## config.mk

```make
export PLATFORM = sky130hd
export DESIGN_NAME = mcag_modulo_gen
export DESIGN_NICKNAME = d
export VERILOG_FILES = /design/src/mcag_pkg.sv /design/src/mcag_modulo_gen.sv
export VERILOG_INCLUDE_DIRS = /design/src
export SDC_FILE = /design/constraint.sdc
export NUM_CORES = 1
export LEC_CHECK = 0
export ABC_AREA = 1
export BUFFER_PORTS_ARGS = -buffer_cell sky130_fd_sc_hd__buf_4
export CAP_MARGIN = 20
export CORE_MARGIN = 2
export CORE_UTILIZATION = 25
export DETAILED_ROUTE_END_ITERATION = 10
export PLACE_DENSITY = 0.38
export SYNTH_ARGS = -nofsm -noshare
export SYNTH_HDL_FRONTEND = slang
export SYNTH_SLANG_ARGS = --single-unit
```

## constraint.sdc

```tcl
create_clock -name mclk -period 10.1 [get_ports mclk]
set_input_delay 1.01 -clock mclk [delete_from_list [all_inputs] [get_ports mclk]]
set_output_delay 1.01 -clock mclk [all_outputs]
set_load 0.02 [all_outputs]
```

## src/mcag_cfg.svh

```systemverilog
// Purpose: Offsets, field positions, reset values for the modulo address gen
// Assumes: APB byte addresses, one 32-bit word per register
// Notes:   Definitions only
`ifndef MCAG_CFG_SVH
`define MCAG_CFG_SVH

`define MCAG_OFS_CONTROL      8'h00
`define MCAG_OFS_X_START      8'h04
`define MCAG_OFS_X_END        8'h08
`define MCAG_OFS_Y_START      8'h0C
`define MCAG_OFS_Y_END        8'h10
`define MCAG_OFS_STATUS       8'h14

`define MCAG_XSEL_LSB         0
`define MCAG_YSEL_LSB         4
`define MCAG_YEN_BIT          14
`define MCAG_XEN_BIT          15
`define MCAG_SEL_OFF          4'hF

`define MCAG_RST_CONTROL      16'h00FF
`define MCAG_RST_BOUND        16'h0000

`define MCAG_ST_XFAULT_BIT    0
`define MCAG_ST_YFAULT_BIT    1
`define MCAG_ST_WRAP_LSB      4

`define MCAG_CHANNELS         3

`endif

```

## src/mcag_pkg.sv

```systemverilog
// Purpose: Types shared by the modulo address generator and its users
// Assumes: 16-bit data addresses, 16 working registers
// Notes:   Channel 0 X read, 1 X write, 2 Y
package mcag_pkg;

   typedef logic [15:0] mcag_addr_t;
   typedef logic [3:0]  mcag_wreg_t;

   // One address update offered by a core address generator
   typedef struct packed {
      logic       valid;
      mcag_wreg_t wreg;
      mcag_addr_t ptr;
      mcag_addr_t step;
   } mcag_req_t;

   // Updated pointer returned one cycle later
   typedef struct packed {
      logic       valid;
      mcag_addr_t addr;
      logic       wrapped;
   } mcag_rsp_t;

   typedef struct packed {
      logic       active;
      logic       wordOnly;
      mcag_wreg_t sel;
      mcag_addr_t startBound;
      mcag_addr_t endBound;
   } mcag_chan_cfg_t;

   typedef enum logic [1:0]
   {
      MCAG_APB_IDLE   = 2'b00,
      MCAG_APB_ACCESS = 2'b01
   } mcag_apb_state_t;

endpackage

```

## src/mcag_modulo_gen.sv

```systemverilog
// Purpose: Hardware circular-buffer addressing for X and Y address generators
// Assumes: Single clock mclk, synchronous active-high reset, APB slave
// Notes:   Each update answers one cycle after the request
`include "mcag_cfg.svh"
`timescale 1ns/10ps
`default_nettype none

module mcag_modulo_gen
   import mcag_pkg::*;
(
   // Clock and reset
   input  wire logic        mclk,
   input  wire logic        sys_rst,
   // APB slave
   input  wire logic        psel,
   input  wire logic        penable,
   input  wire logic        pwrite,
   input  wire logic [7:0]  paddr,
   input  wire logic [31:0] pwdata,
   input  wire logic [3:0]  pstrb,
   output var  logic        pready,
   output var  logic [31:0] prdata,
   output var  logic        pslverr,
   // Address generator requests, channel 0 X read, 1 X write, 2 Y
   input  wire mcag_req_t   agReq [`MCAG_CHANNELS],
   // Updated pointers
   output var  mcag_rsp_t   agRsp [`MCAG_CHANNELS]
);

   // Register file
   logic [15:0]     moduloBitrevControl;
   logic [15:0]     xBufferStartBound;
   logic [15:0]     xBufferEndBound;
   logic [15:0]     yBufferStartBound;
   logic [15:0]     yBufferEndBound;
   logic [2:0]      wrapSeen;
   logic [15:0]     next_moduloBitrevControl;
   logic [15:0]     next_xBufferStartBound;
   logic [15:0]     next_xBufferEndBound;
   logic [15:0]     next_yBufferStartBound;
   logic [15:0]     next_yBufferEndBound;
   logic [2:0]      next_wrapSeen;
   mcag_apb_state_t apbState;
   mcag_apb_state_t next_apbState;
   logic            next_pready;
   logic [31:0]     next_prdata;
   logic            next_pslverr;

   // Derived configuration
   logic [3:0]      xPointerSelect;
   logic [3:0]      yPointerSelect;
   logic            xCircularEnable;
   logic            yCircularEnable;
   logic            xFault;
   logic            yFault;
   logic [15:0]     statusWord;
   logic            writeHit;
   logic            lowLane;
   logic            highLane;
   logic            mapped;
   logic [2:0]      wrapEvent;
   mcag_chan_cfg_t  chanCfg [`MCAG_CHANNELS];

   assign xPointerSelect  = moduloBitrevControl[`MCAG_XSEL_LSB +: 4];
   assign yPointerSelect  = moduloBitrevControl[`MCAG_YSEL_LSB +: 4];
   assign xCircularEnable = moduloBitrevControl[`MCAG_XEN_BIT];
   assign yCircularEnable = moduloBitrevControl[`MCAG_YEN_BIT];

   // Length is implied by the bound difference; inverted bounds are unusable,
   // and 16-bit bounds cannot describe more than 64 Kbytes
   assign xFault = xBufferEndBound < xBufferStartBound;
   assign yFault = yBufferEndBound < yBufferStartBound;

   assign statusWord = {9'h000, wrapSeen, 2'h0, yFault, xFault};

   always_comb
   begin
      chanCfg[0].active     = xCircularEnable && !xFault &&
                              (xPointerSelect != `MCAG_SEL_OFF);
      chanCfg[0].wordOnly   = 1'b0;
      chanCfg[0].sel        = xPointerSelect;
      chanCfg[0].startBound = xBufferStartBound;
      chanCfg[0].endBound   = xBufferEndBound;
      chanCfg[1]            = chanCfg[0];
      chanCfg[2].active     = yCircularEnable && !yFault &&
                              (yPointerSelect != `MCAG_SEL_OFF);
      chanCfg[2].wordOnly   = 1'b1;
      chanCfg[2].sel        = yPointerSelect;
      chanCfg[2].startBound = yBufferStartBound;
      chanCfg[2].endBound   = yBufferEndBound;
   end

   // Pointer update per channel
   genvar ch;
   generate
      for (ch = 0; ch < `MCAG_CHANNELS; ch = ch + 1)
      begin : gChan
         logic [16:0] sum;
         logic [16:0] endNext;
         logic        stepDown;
         logic        over;
         logic        under;
         logic        hit;
         logic [15:0] wrapped;
         logic [15:0] modAddr;
         mcag_rsp_t   next_rsp;

         assign stepDown = agReq[ch].step[15];
         assign sum      = {1'b0, agReq[ch].ptr} +
                           {agReq[ch].step[15], agReq[ch].step};
         assign endNext  = {1'b0, chanCfg[ch].endBound} + 17'h00001;
         // Selected register only; others step linearly
         assign hit      = chanCfg[ch].active &&
                           (agReq[ch].wreg == chanCfg[ch].sel);
         // Both bounds are checked, so power-of-two buffers work both ways
         assign over     = !stepDown &&
                           (sum > {1'b0, chanCfg[ch].endBound});
         assign under    = stepDown &&
                           (sum[16] ||
                            (sum[15:0] < chanCfg[ch].startBound));

         always_comb
         begin
            wrapped = sum[15:0];
            if (over)
            begin
               wrapped = 16'(chanCfg[ch].startBound + sum[15:0] -
                             endNext[15:0]);
            end
            else if (under)
            begin
               wrapped = 16'(endNext[15:0] -
                             (chanCfg[ch].startBound - sum[15:0]));
            end
            modAddr = hit ? wrapped : sum[15:0];
            if (hit && chanCfg[ch].wordOnly)
            begin
               modAddr[0] = 1'b0;
            end
            next_rsp.valid   = agReq[ch].valid;
            next_rsp.addr    = agReq[ch].valid ? modAddr : agRsp[ch].addr;
            next_rsp.wrapped = agReq[ch].valid && hit && (over || under);
         end

         assign wrapEvent[ch] = next_rsp.wrapped;

         always_ff @(posedge mclk)
         begin
            if (sys_rst)
            begin
               agRsp[ch] <= '0;
            end
            else
            begin
               agRsp[ch] <= next_rsp;
            end
         end
      end
   endgenerate

   // APB decode
   assign mapped   = (paddr == `MCAG_OFS_CONTROL) ||
                     (paddr == `MCAG_OFS_X_START) ||
                     (paddr == `MCAG_OFS_X_END)   ||
                     (paddr == `MCAG_OFS_Y_START) ||
                     (paddr == `MCAG_OFS_Y_END)   ||
                     (paddr == `MCAG_OFS_STATUS);
   assign writeHit = psel && penable && pready && pwrite && mapped;
   assign lowLane  = pstrb[0];
   assign highLane = pstrb[1];

   function automatic logic [15:0] laneMerge(input logic [15:0] old,
                                             input logic [15:0] data,
                                             input logic        lo,
                                             input logic        hi);
      logic [15:0] res;
      res = old;
      if (lo)
      begin
         res[7:0] = data[7:0];
      end
      if (hi)
      begin
         res[15:8] = data[15:8];
      end
      return res;
   endfunction

   always_comb
   begin
      next_moduloBitrevControl = moduloBitrevControl;
      next_xBufferStartBound   = xBufferStartBound;
      next_xBufferEndBound     = xBufferEndBound;
      next_yBufferStartBound   = yBufferStartBound;
      next_yBufferEndBound     = yBufferEndBound;
      next_wrapSeen            = wrapSeen;
      if (writeHit)
      begin
         case (paddr)
            `MCAG_OFS_CONTROL:
               next_moduloBitrevControl = laneMerge(moduloBitrevControl,
                  pwdata[15:0], lowLane, highLane);
            `MCAG_OFS_X_START:
               next_xBufferStartBound = laneMerge(xBufferStartBound,
                  pwdata[15:0], lowLane, highLane);
            `MCAG_OFS_X_END:
               next_xBufferEndBound = laneMerge(xBufferEndBound,
                  pwdata[15:0], lowLane, highLane);
            `MCAG_OFS_Y_START:
               next_yBufferStartBound = laneMerge(yBufferStartBound,
                  pwdata[15:0], lowLane, highLane);
            `MCAG_OFS_Y_END:
               next_yBufferEndBound = laneMerge(yBufferEndBound,
                  pwdata[15:0], lowLane, highLane);
            `MCAG_OFS_STATUS:
               if (lowLane)
               begin
                  next_wrapSeen = wrapSeen &
                     ~pwdata[`MCAG_ST_WRAP_LSB +: 3];
               end
            default:
               next_wrapSeen = wrapSeen;
         endcase
      end
      // A wrap in the clearing cycle survives the clear
      next_wrapSeen = next_wrapSeen | wrapEvent;
   end

   // Ready one cycle after setup, so every access takes two cycles
   always_comb
   begin
      next_apbState = apbState;
      next_pready   = 1'b0;
      next_prdata   = prdata;
      next_pslverr  = 1'b0;
      case (apbState)
         MCAG_APB_IDLE:
            if (psel && !penable)
            begin
               next_apbState = MCAG_APB_ACCESS;
               next_pready   = 1'b1;
               next_pslverr  = !mapped;
               if (!pwrite)
               begin
                  case (paddr)
                     `MCAG_OFS_CONTROL:
                        next_prdata = {16'h0000, moduloBitrevControl};
                     `MCAG_OFS_X_START:
                        next_prdata = {16'h0000, xBufferStartBound};
                     `MCAG_OFS_X_END:
                        next_prdata = {16'h0000, xBufferEndBound};
                     `MCAG_OFS_Y_START:
                        next_prdata = {16'h0000, yBufferStartBound};
                     `MCAG_OFS_Y_END:
                        next_prdata = {16'h0000, yBufferEndBound};
                     `MCAG_OFS_STATUS:
                        next_prdata = {16'h0000, statusWord};
                     default:
                        next_prdata = 32'h00000000;
                  endcase
               end
            end
         MCAG_APB_ACCESS:
            next_apbState = MCAG_APB_IDLE;
         default:
            next_apbState = MCAG_APB_IDLE;
      endcase
   end

   always_ff @(posedge mclk)
   begin
      if (sys_rst)
      begin
         moduloBitrevControl <= `MCAG_RST_CONTROL;
         xBufferStartBound   <= `MCAG_RST_BOUND;
         xBufferEndBound     <= `MCAG_RST_BOUND;
         yBufferStartBound   <= `MCAG_RST_BOUND;
         yBufferEndBound     <= `MCAG_RST_BOUND;
         wrapSeen            <= 3'h0;
         apbState            <= MCAG_APB_IDLE;
         pready              <= 1'b0;
         prdata              <= 32'h00000000;
         pslverr             <= 1'b0;
      end
      else
      begin
         moduloBitrevControl <= next_moduloBitrevControl;
         xBufferStartBound   <= next_xBufferStartBound;
         xBufferEndBound     <= next_xBufferEndBound;
         yBufferStartBound   <= next_yBufferStartBound;
         yBufferEndBound     <= next_yBufferEndBound;
         wrapSeen            <= next_wrapSeen;
         apbState            <= next_apbState;
         pready              <= next_pready;
         prdata              <= next_prdata;
         pslverr             <= next_pslverr;
      end
   end

endmodule

`default_nettype wire

```

-- Yosys cells after proc, flatten, opt, wreduce, memory -nomap -nowiden
Index checks and enable logic that the tools add are counted.
- word-level logic and storage cells: 137
- bits in latches: 0
- input bits: 160
- flip-flop bits (word level): 172
- memories: 0
- memory bits (writable): 0
- memory bits (read-only): 0
- bitwise logic cells: 6
- magnitude comparators: 8
- equality and inequality tests: 10
- add/sub/neg operators: 17
- reductions and logical operators: 57
- $mul: 0
- div/mod/pow operators: 0
- shift operators: 0
- mux-type cells: 15
- operators with widths (cell ; count):
    16-bit two-way mux ; 9
    16-bit subtractor ; 9
    16-bit one-hot mux with 6 select lines ; 1
    16-bit less-than comparator ; 5
    16-bit by 17-bit adder with 17-bit output ; 3
    17-bit by 16-bit greater-than comparator with 1-bit output ; 3
    16-bit adder ; 3
    3-bit AND reduction ; 11
    16-bit by 1-bit adder with 16-bit output (second input constant) ; 2
    1-bit logical AND ; 24
    8-bit by 4-bit equality test with 1-bit output (second input constant) ; 2
    8-bit by 5-bit equality test with 1-bit output (second input constant) ; 2
    4-bit equality test ; 3
    1-bit logical OR ; 11
    3-bit two-way mux ; 3
    8-bit by 3-bit equality test with 1-bit output (second input constant) ; 1
    8-bit logical NOT ; 1
    4-bit != test (second input constant) ; 2
    1-bit logical NOT ; 7
    3-bit bitwise AND ; 1
    1-bit NOT ; 3
    3-bit NOT ; 1
    3-bit bitwise OR ; 1
    3-bit OR reduction ; 1
    3 further kinds ; 4

-- Longest topological paths before layout
Gate-level depths: netlist (run 1).
- depth in word-level cells: 9
- mapped depth: 30
- gate-level depth less buffers: 30

-- Least setup slack after synthesis (run 1)
Ideal clock, no wire load.
- kind: in2reg
- start point: in agReq[74] (netlist bit)
- end point: reg agRsp[50] (netlist bit)
- path slack: 5.551 ns
- stages: 24
- arrival time: 4.479 ns
- buffers on the path: 0
- library setup time: 0.070 ns
- required time: 10.030 ns
- cells stage by stage: ha_1 > inv_1 > fa_1 > o21ai_2 > nand3_1 > nand2_1 > a31o_2 > xor2_1 > inv_1 > fa_1 > inv_1 > ha_1 > nand2_1 > nor2_1 > a211oi_1 > nand3_1 > a21oi_1 > xor2_1 > nand2_1 > nand2_1 > nand2_1 > nand2_1 > nand2_1 > a21oi_1
- word-level cells in the longest chain between the ends: 7
- elaborated cells between the ends (all ways): 13
- RTL lines (element ; line ; source):
    start, declared ; mcag_modulo_gen.sv:25 ; input wire mcag_req_t agReq [`MCAG_CHANNELS],
    16-bit by 17-bit adder with 17-bit output (*) ; mcag_modulo_gen.sv:109 ; assign sum = {1'b0, agReq[ch].ptr} +
    parallel branches: the longest is 5 deep, another holds 16-bit subtractor ; - ;
    16-bit two-way mux (*) ; mcag_modulo_gen.sv:135 ; modAddr = hit ? wrapped : sum[15:0];
    end signal, assigned by index ; mcag_modulo_gen.sv:155 ; agRsp[ch] <= next_rsp;
    end, declared ; mcag_modulo_gen.sv:27 ; output var mcag_rsp_t agRsp [`MCAG_CHANNELS]
Every way passes the cells marked *.
A chain may end at the register's enable or synchronous reset.

-- Final worst setup path (run 1)
- start point: in agReq[76] (netlist bit)
- end point: reg agRsp[49] (netlist bit)
Same word-level chain as after synthesis.

==> summary.txt, run 1 <==
Status
  • Outcome: finished, final reports clean

Layout
  • Synth-to-layout area growth: 16.5%
  • Layout cells sized above 1: 10.4%
  • Layout Nets: 3,573
  • Util after Layout: between 20% and 30%
  • Fillers: around 8,700

Clock network
  • CTS Hold Buffers Added: 0
  • CTS Buf Count: 17
  • CTS tree: done
  • Post-CTS Resized: 0
  • Clock latency at the later pin of the worst-skew pair: 0.49 ns
  • CTS root buf: clkbuf_16
  • Postcts setup bufs: 0
  • Htree depth: 4
  • Clk slew on worst S/H paths: 0.07 ns
  • Clock Sinks: roughly 160
  • Clock Path Buffers: 2

Floorplan
  • Die ar.: between 80,000 and 90,000 um^2
  • Row count: slightly above 100
  • Die X: approximately 280 um
  • Vert. Die Dim: 284 um
  • Initial Util: about a quarter
  • Placeable Area: about 78,000 um^2
  • Top Ports: around 250

Synth
  • Cells after Synth: 2,865
  • Predominant post-synthesis flop cell: dfxtp_1
  • Sequential area share after synthesis: 15.9%
  • Synth cell types: 54
  • Leading area contributor after synthesis: ha_1
  • Avg Cell Area, Syn: about 6.8 um^2
  • Synthesized area: between 15,000 and 20,000 um^2
  • Yosys reg bits: about 160
  • FFs w/ async S/R, synth: 0%
  • Number of flops mapped to enable cells by yosys: 0
  • YS warnings: 0
  • Post-synth top area share: 17.2%
  • Synth top area cells: ha_1, dfxtp_1, nand2_1

Critical path
  • Worst r2r dst: agRsp[52]$_SDFFE_PP0P_
  • Flop-to-flop setup slack: roughly 5.2 ns
  • Worst r2r src: xBufferEndBound[0]$_SDFFE_PP0P_
  • Worst-path fanout max: 4
  • Critical Path Sink Type: flip-flop
  • Critical path class: primary input to flip-flop
  • Req. time, crit path: about 11 ns
  • Type of origin of the critical path: primary input
  • Cells on worst reg2reg path: 27
  • Crit path DAT: 5.66 ns

Place
  • GP Congestion: ~0.9
  • DP HPWL: 68,800 um
  • IO Port Bufs: 213

Detailed routing
  • TritonRoute pass-1 iters: 5
  • Antenna-violating nets left: 0
  • Total number of vias: around 19,000
  • DRC: 0
  • WL final: 80,500 um
  • Wire per inst: slightly below 20 um
  • DR vias/cell: 4.66
  • Starting DRT DRC Count: about 930

Pwr
  • Worst VDD drop: 0.136 mV
  • Power per Cell Area: about 150 nW/um^2
  • Power after layout: 0.00353 W
  • Leak: approximately 11 nW

STA
  • RSZ-0062 raised after global routing: false
  • Fin. Hold Viols: 0
  • Tmin final: about 5.2 ns
  • Layout Skew: around 0.012 ns
  • Period utilization: about 52%
  • Setup TNS: 0 ns
  • Max Freq: around 190 MHz
  • Slew margin rel.: between 20% and 30%
  • Final setup viols: 0
  • Pins over their slew limit: 0
  • Worst slew pin tran: about 1.1 ns

GRT
  • Congestion Overflow GR: 0
  • First-pass GRT wire length: around 120,000 um
  • Vias in the first global route: slightly below 20,000
  • Antenna violations before repair: 1
  • Largest net degree at the start of global routing: 81
  • GRT Total Usage: roughly a fifth

Hold path
  • Hold path start: moduloBitrevControl[9]$_SDFFE_PP0P_
  • Worst hold endpoint: moduloBitrevControl[9]$_SDFFE_PP0P_
  • Hold Crit Class: flip-flop to flip-flop
  • Hold depth: 2

Flow run
  • Max Cap Viol: 0
==> cell type report <==
| cell class | instances | area [um^2] | area share (%) |
|---|---|---|---|
| Antenna cell | 1 | 2.50 | 0.0109 |
| Clock buffer | 20 | 447 | 1.95 |
| Clock inverter | 12 | 136 | 0.597 |
| Inverter | 477 | 1790 | 7.83 |
| Multi-Input combinational cell | 2176 | 14400 | 62.9 |
| Sequential cell | 156 | 3120 | 13.7 |
| Tap cell | 1040 | 1300 | 5.69 |
| Timing Repair Buffer | 223 | 1680 | 7.36 |
==> critical path: stages <==
cell	delay (ns)
buf_4	0.11
ha_1	0.32
or2_2	0.30
nand2_1	0.13
o21bai_1	0.13
xor2_1	0.54
inv_1	0.32
fa_1	0.57
inv_1	0.06
ha_1	0.33
inv_1	0.10
o21bai_1	0.08
a21oi_1	0.33
o21ai_0	0.19
a21boi_0	0.38
o21ai_0	0.13
nand2_1	0.07
nand3_1	0.10
nand2_1	0.10
nand2_1	0.05
nand3_1	0.18
nand2_1	0.07
inv_1	0.05
==> synth_stat cells (7+ instances only) <==
master,instances
or2_2,14
nand3_2,7
a21oi_1,318
nor3_1,35
o21ai_1,19
nand2_1,655
a21o_1,24
fa_1,93
xor2_1,91
o221ai_1,14
nand3_1,156
nand4_1,28
nor2_1,112
o31ai_1,11
ha_1,269
o21ai_0,149
dfxtp_1,156
xnor2_1,42
clkbuf_1,28
o22ai_1,15
buf_2,17
a221oi_1,7
o21bai_1,16
o21a_1,9
nand2_2,12
inv_1,470
buf_4,19
==> layout by cell type (no fill, tap or decap), types with 9 or more instances in the layout <==
master and instances:
nor2_1 112, o21a_1 9, nand4_1 28, a21oi_1 318
o31ai_1 11, o21ai_0 149, inv_1 469, ha_1 269
nand2_2 12, buf_4 222, o21ai_1 19, dfxtp_1 156
xnor2_1 42, conb_1 16, nand3_1 156, xor2_1 91
nor3_1 34, a21o_1 24, fa_1 93, or2_2 14
o221ai_1 14, o21bai_1 16, nand2_1 655, o22ai_1 15
clkbuf_16 17
==> power breakdown <==
part / internal [W] / switching, W
registers: 0.000636 / 0.0000124
clock network: 0.000373 / 0.000312
logic: 0.000815 / 0.00138
==> worst max-delay path by stage <==
stage,cells after the start,endpoint,start,slack [ns]
after CTS,25,agRsp[50]$_SDFFE_PP0P_,agReq[74],4.91
after global routing,23,agRsp[49]$_SDFFE_PP0P_,agReq[76],4.52
after detailed placement,25,agRsp[50]$_SDFFE_PP0P_,agReq[74],4.38
final,23,agRsp[49]$_SDFFE_PP0P_,agReq[76],4.87
after floorplan,24,agRsp[50]$_SDFFE_PP0P_,agReq[74],5.55
after global placement,25,agRsp[50]$_SDFFE_PP0P_,agReq[74],4.36
==> per-layer routing <==
layer	part of all wire, %	vias up	track usage, %	wire length, um
li1	-	9688	-	-
met1	42	9023	22.9	33800
met2	52	322	37.2	41900
met3	2.7	76	2.47	2150
met4	3.3	0	6.82	2640
met5	0	-	0	0
==> flip-flops by register name, summed over array words and instances (netlist names) <==
register             flops
agRsp                   54
apbState                 1
moduloBitrevControl     16
prdata                  16
pready                   1
pslverr                  1
wrapSeen                 3
xBufferEndBound         16
xBufferStartBound       16
yBufferEndBound         16
yBufferStartBound       16
==> cell families (layout without fill, tap and decap cells) <==
kind of cell             Yosys count  after routing  share of synthesized area, %
AND/OR/NAND/NOR                 1045           1045                          22.7
AO/OA/AOI/OAI                    620            620                          17.7
adder cells (fa/ha/maj)          362            362                          26.7
other                              1             17                        0.0191
buffers and inverters            548            732                          11.1
XOR/XNOR                         133            133                          5.94
flip-flops                       156            156                          15.9
==> metrics by stage <==
step           setup WS, ns  cell area, um^2  hold slack [ns]  std cells
2_1_floorplan          5.55            19700            0.424       2880
3_3_place_gp           4.36            22300            0.438       4071
3_5_place_dp           4.38            22300            0.450       4072
4_1_cts                4.91            22900            0.460       4104
5_1_grt                4.52            22900            0.479       4104
6_report               4.87            22900            0.460       4105
No activity file was read; power rests on OpenSTA's default activity.
==> run 2, diff against run 1 <==
- clock period: 10.1 -> 5.1 ns (I/O delays scaled with it)
==> run 2 against run 1 <==
  * Wire length up 1.2%
  * Critical path type is now flip-flop to flip-flop
  * Count of clock-buffer cells in the layout fell by 2
  * Highest routed layer unchanged
  * Die area unchanged
  * Cell count rose by 1.2%
  * Clock skew grew 0.0015 ns
  * Design area grew 1.6%
  * Total power increased by 100%
  * Flip-flop and latch count did not move
  * Global-route usage is 0.46 points higher
==> summary.txt, run 2 (synthesized netlist as in run 1, its figures left out) <==
Layout
  • Area of the multi-input gates: about 14,000 um^2
  • FF/Latch Area: between 3000 and 4000 um^2
  • Synth-to-layout area growth: 18.4%
  • Layout Nets: roughly 3,600
  • Ant diodes: 0
  • Most common cell after layout, fill and taps aside: nand2_1
  • Commonest non-fill, non-tap cells in the layout: nand2_1, inv_1, a21oi_1
  • Layout cells sized above 1: a little under an eighth
  • Fillers: a little under 9,000
  • Max FFs per register: 54
  • Largest register by flop count: agRsp
  • Util after Layout: between 20% and 30%

Place
  • GP Congestion: between 0.9 and 1
  • DP HPWL: 69,700 um
  • Pre-CTS setup slack: 0.332 ns
  • IO Port Bufs: 213

Critical path
  • Crit path cell chain: ha_1 -> nand2_1 -> nor2_1 -> inv_1 -> nor2_1 -> inv_1 -> nor2_1 -> nand3_1 -> nor3_1 -> xor2_1 -> inv_1 -> fa_1 -> inv_1 -> ha_1 -> nand2_1 -> inv_1 -> a221oi_1 -> nand2_1 -> nand3b_1 -> nand3_1 -> nand3_1 -> nand2_1 -> a21oi_1
  • Type of origin of the critical path: flip-flop
  • Worst-path fanout max: 4
  • Req. time, crit path: approximately 5.5 ns
  • Most frequent CP cell: inv_1
  • Critical path buffers and inverters: 5
  • Critical Path Sink Type: flip-flop
  • CP delay by family, top: simple AND/OR/NAND/NOR gates
  • Critical path class: flip-flop to flip-flop
  • Crit path max-delay cell type: fa_1
  • Crit path DAT: roughly 4.7 ns
  • Crit path largest cell delay: between 0.5 and 0.6 ns

Floorplan
  • Initial Util: between 20 and 30%
  • Die X: about 280 um
  • Row count: slightly above 100
  • Placeable Area: slightly below 80,000 um^2
  • Die ar.: 80,700 um^2
  • Vert. Die Dim: 284 um
  • Top Ports: ~250

Clock network
  • CTS tree: done
  • CTS root buf: clkbuf_16
  • Clock Sinks: ~160
  • Clock Path Buffers: 2
  • Clk slew on worst S/H paths: around 0.070 ns
  • CTS Hold Buffers Added: 0
  • Postcts setup bufs: 0
  • CTS Buf Count: 17
  • Htree depth: 4
  • Post-CTS Resized: 0
  • Clock latency at the later pin of the worst-skew pair: roughly 0.50 ns

STA
  • Min Hold Slack: roughly 0.31 ns
  • RSZ-0062 raised after global routing: false
  • Tmin final: between 4 and 5 ns
  • Max Freq: between 200 and 250 MHz
  • Layout Skew: 0.0138 ns
  • Setup ws final: approximately 0.74 ns
  • Setup TNS: 0 ns
  • Worst slew pin tran: around 0.89 ns
  • Final setup viols: 0
  • Period utilization: a little under nine tenths
  • Fin. Hold Viols: 0
  • Slew margin rel.: a little over 40%
  • Pins over their slew limit: 0

Detailed routing
  • WL final: between 80,000 and 90,000 um
  • Wire per inst: between 15 and 20 um
  • DR vias/cell: ~4.7
  • Total number of vias: between 15,000 and 20,000
  • Antenna-violating nets left: 0
  • DRC: 0
  • TritonRoute pass-1 iters: 6
  • Starting DRT DRC Count: a little under 1,000

Flow run
  • Max Cap Viol: 0

Status
  • Outcome: finished, final reports clean

GRT
  • Antenna violations before repair: 0
  • Congestion Overflow GR: 0
  • Largest net degree at the start of global routing: 53
  • First-pass GRT wire length: 123,000 um
  • GRT Total Usage: between 20% and 30%
  • Vias in the first global route: between 20,000 and 25,000

Pwr
  • Leak: 11.5 nW
  • Worst VDD drop: approximately 0.27 mV
  • Power per Cell Area: 306 nW/um^2

Hold path
  • Hold Crit Class: primary input to flip-flop
[run 2: final timing paths]
check / from / to / slack, ns / depth (start not counted)
setup / recovery: xBufferEndBound[1]$_SDFFE_PP0P_ / agRsp[52]$_SDFFE_PP0P_ / 0.74 / 23
hold / removal: penable / apbState[0]$_SDFFE_PP0P_ / 0.31 / 4
setup reg to reg: xBufferEndBound[1]$_SDFFE_PP0P_ / agRsp[52]$_SDFFE_PP0P_ / 0.74 / 23
hold reg to reg: moduloBitrevControl[13]$_SDFFE_PP0P_ / moduloBitrevControl[13]$_SDFFE_PP0P_ / 0.46 / 2
[run 2: area by class of cell]
class	instances	area share [%]
sequential	156	13.4
timing repair buffer	274	8.86
multi-input combinational	2176	61.9
clock inverter	14	0.582
inverter	477	7.71
clock buffer	18	1.89
tap	1040	5.60
[run 2: layer usage]
metal	wire [um]	share of wire, %	up-vias	GRT usage [%]
met1	33900	42	9194	23.5
met4	2100	2.6	0	6.17
li1	-	-	9797	-
met5	0	0	-	0
met2	43200	53	322	38.7
met3	2240	2.7	65	2.08
[run 2: tightest hold or removal path, cell delays in order]
cell	delay, ns
buf_4	0.08
nor2_1	0.05
inv_2	0.07
nor3_1	0.04
[run 2: through the flow]
| step | std cells | instance area, um^2 | total power, W |
|---|---|---|---|
| finish | 4155 | 23200 | 0.00711 |
| global route | 4155 | 23200 | 0.00781 |
| CTS | 4155 | 23200 | 0.00721 |
| detailed placement | 4123 | 22600 | 0.00582 |
| global placement | 4123 | 22600 | 0.00582 |
| floorplan | 2880 | 19700 | 0.00439 |
[run 2: report_power, final]
part / internal (W) / switching, W / leakage [nW] / total, W
Combinational: 0.00173 / 0.00276 / 9.97 / 0.00449
Sequential: 0.00126 / 0.0000245 / 1.27 / 0.00128
Clock: 0.000694 / 0.000644 / 0.276 / 0.00134
Total: 0.00368 / 0.00343 / 11.5 / 0.00711
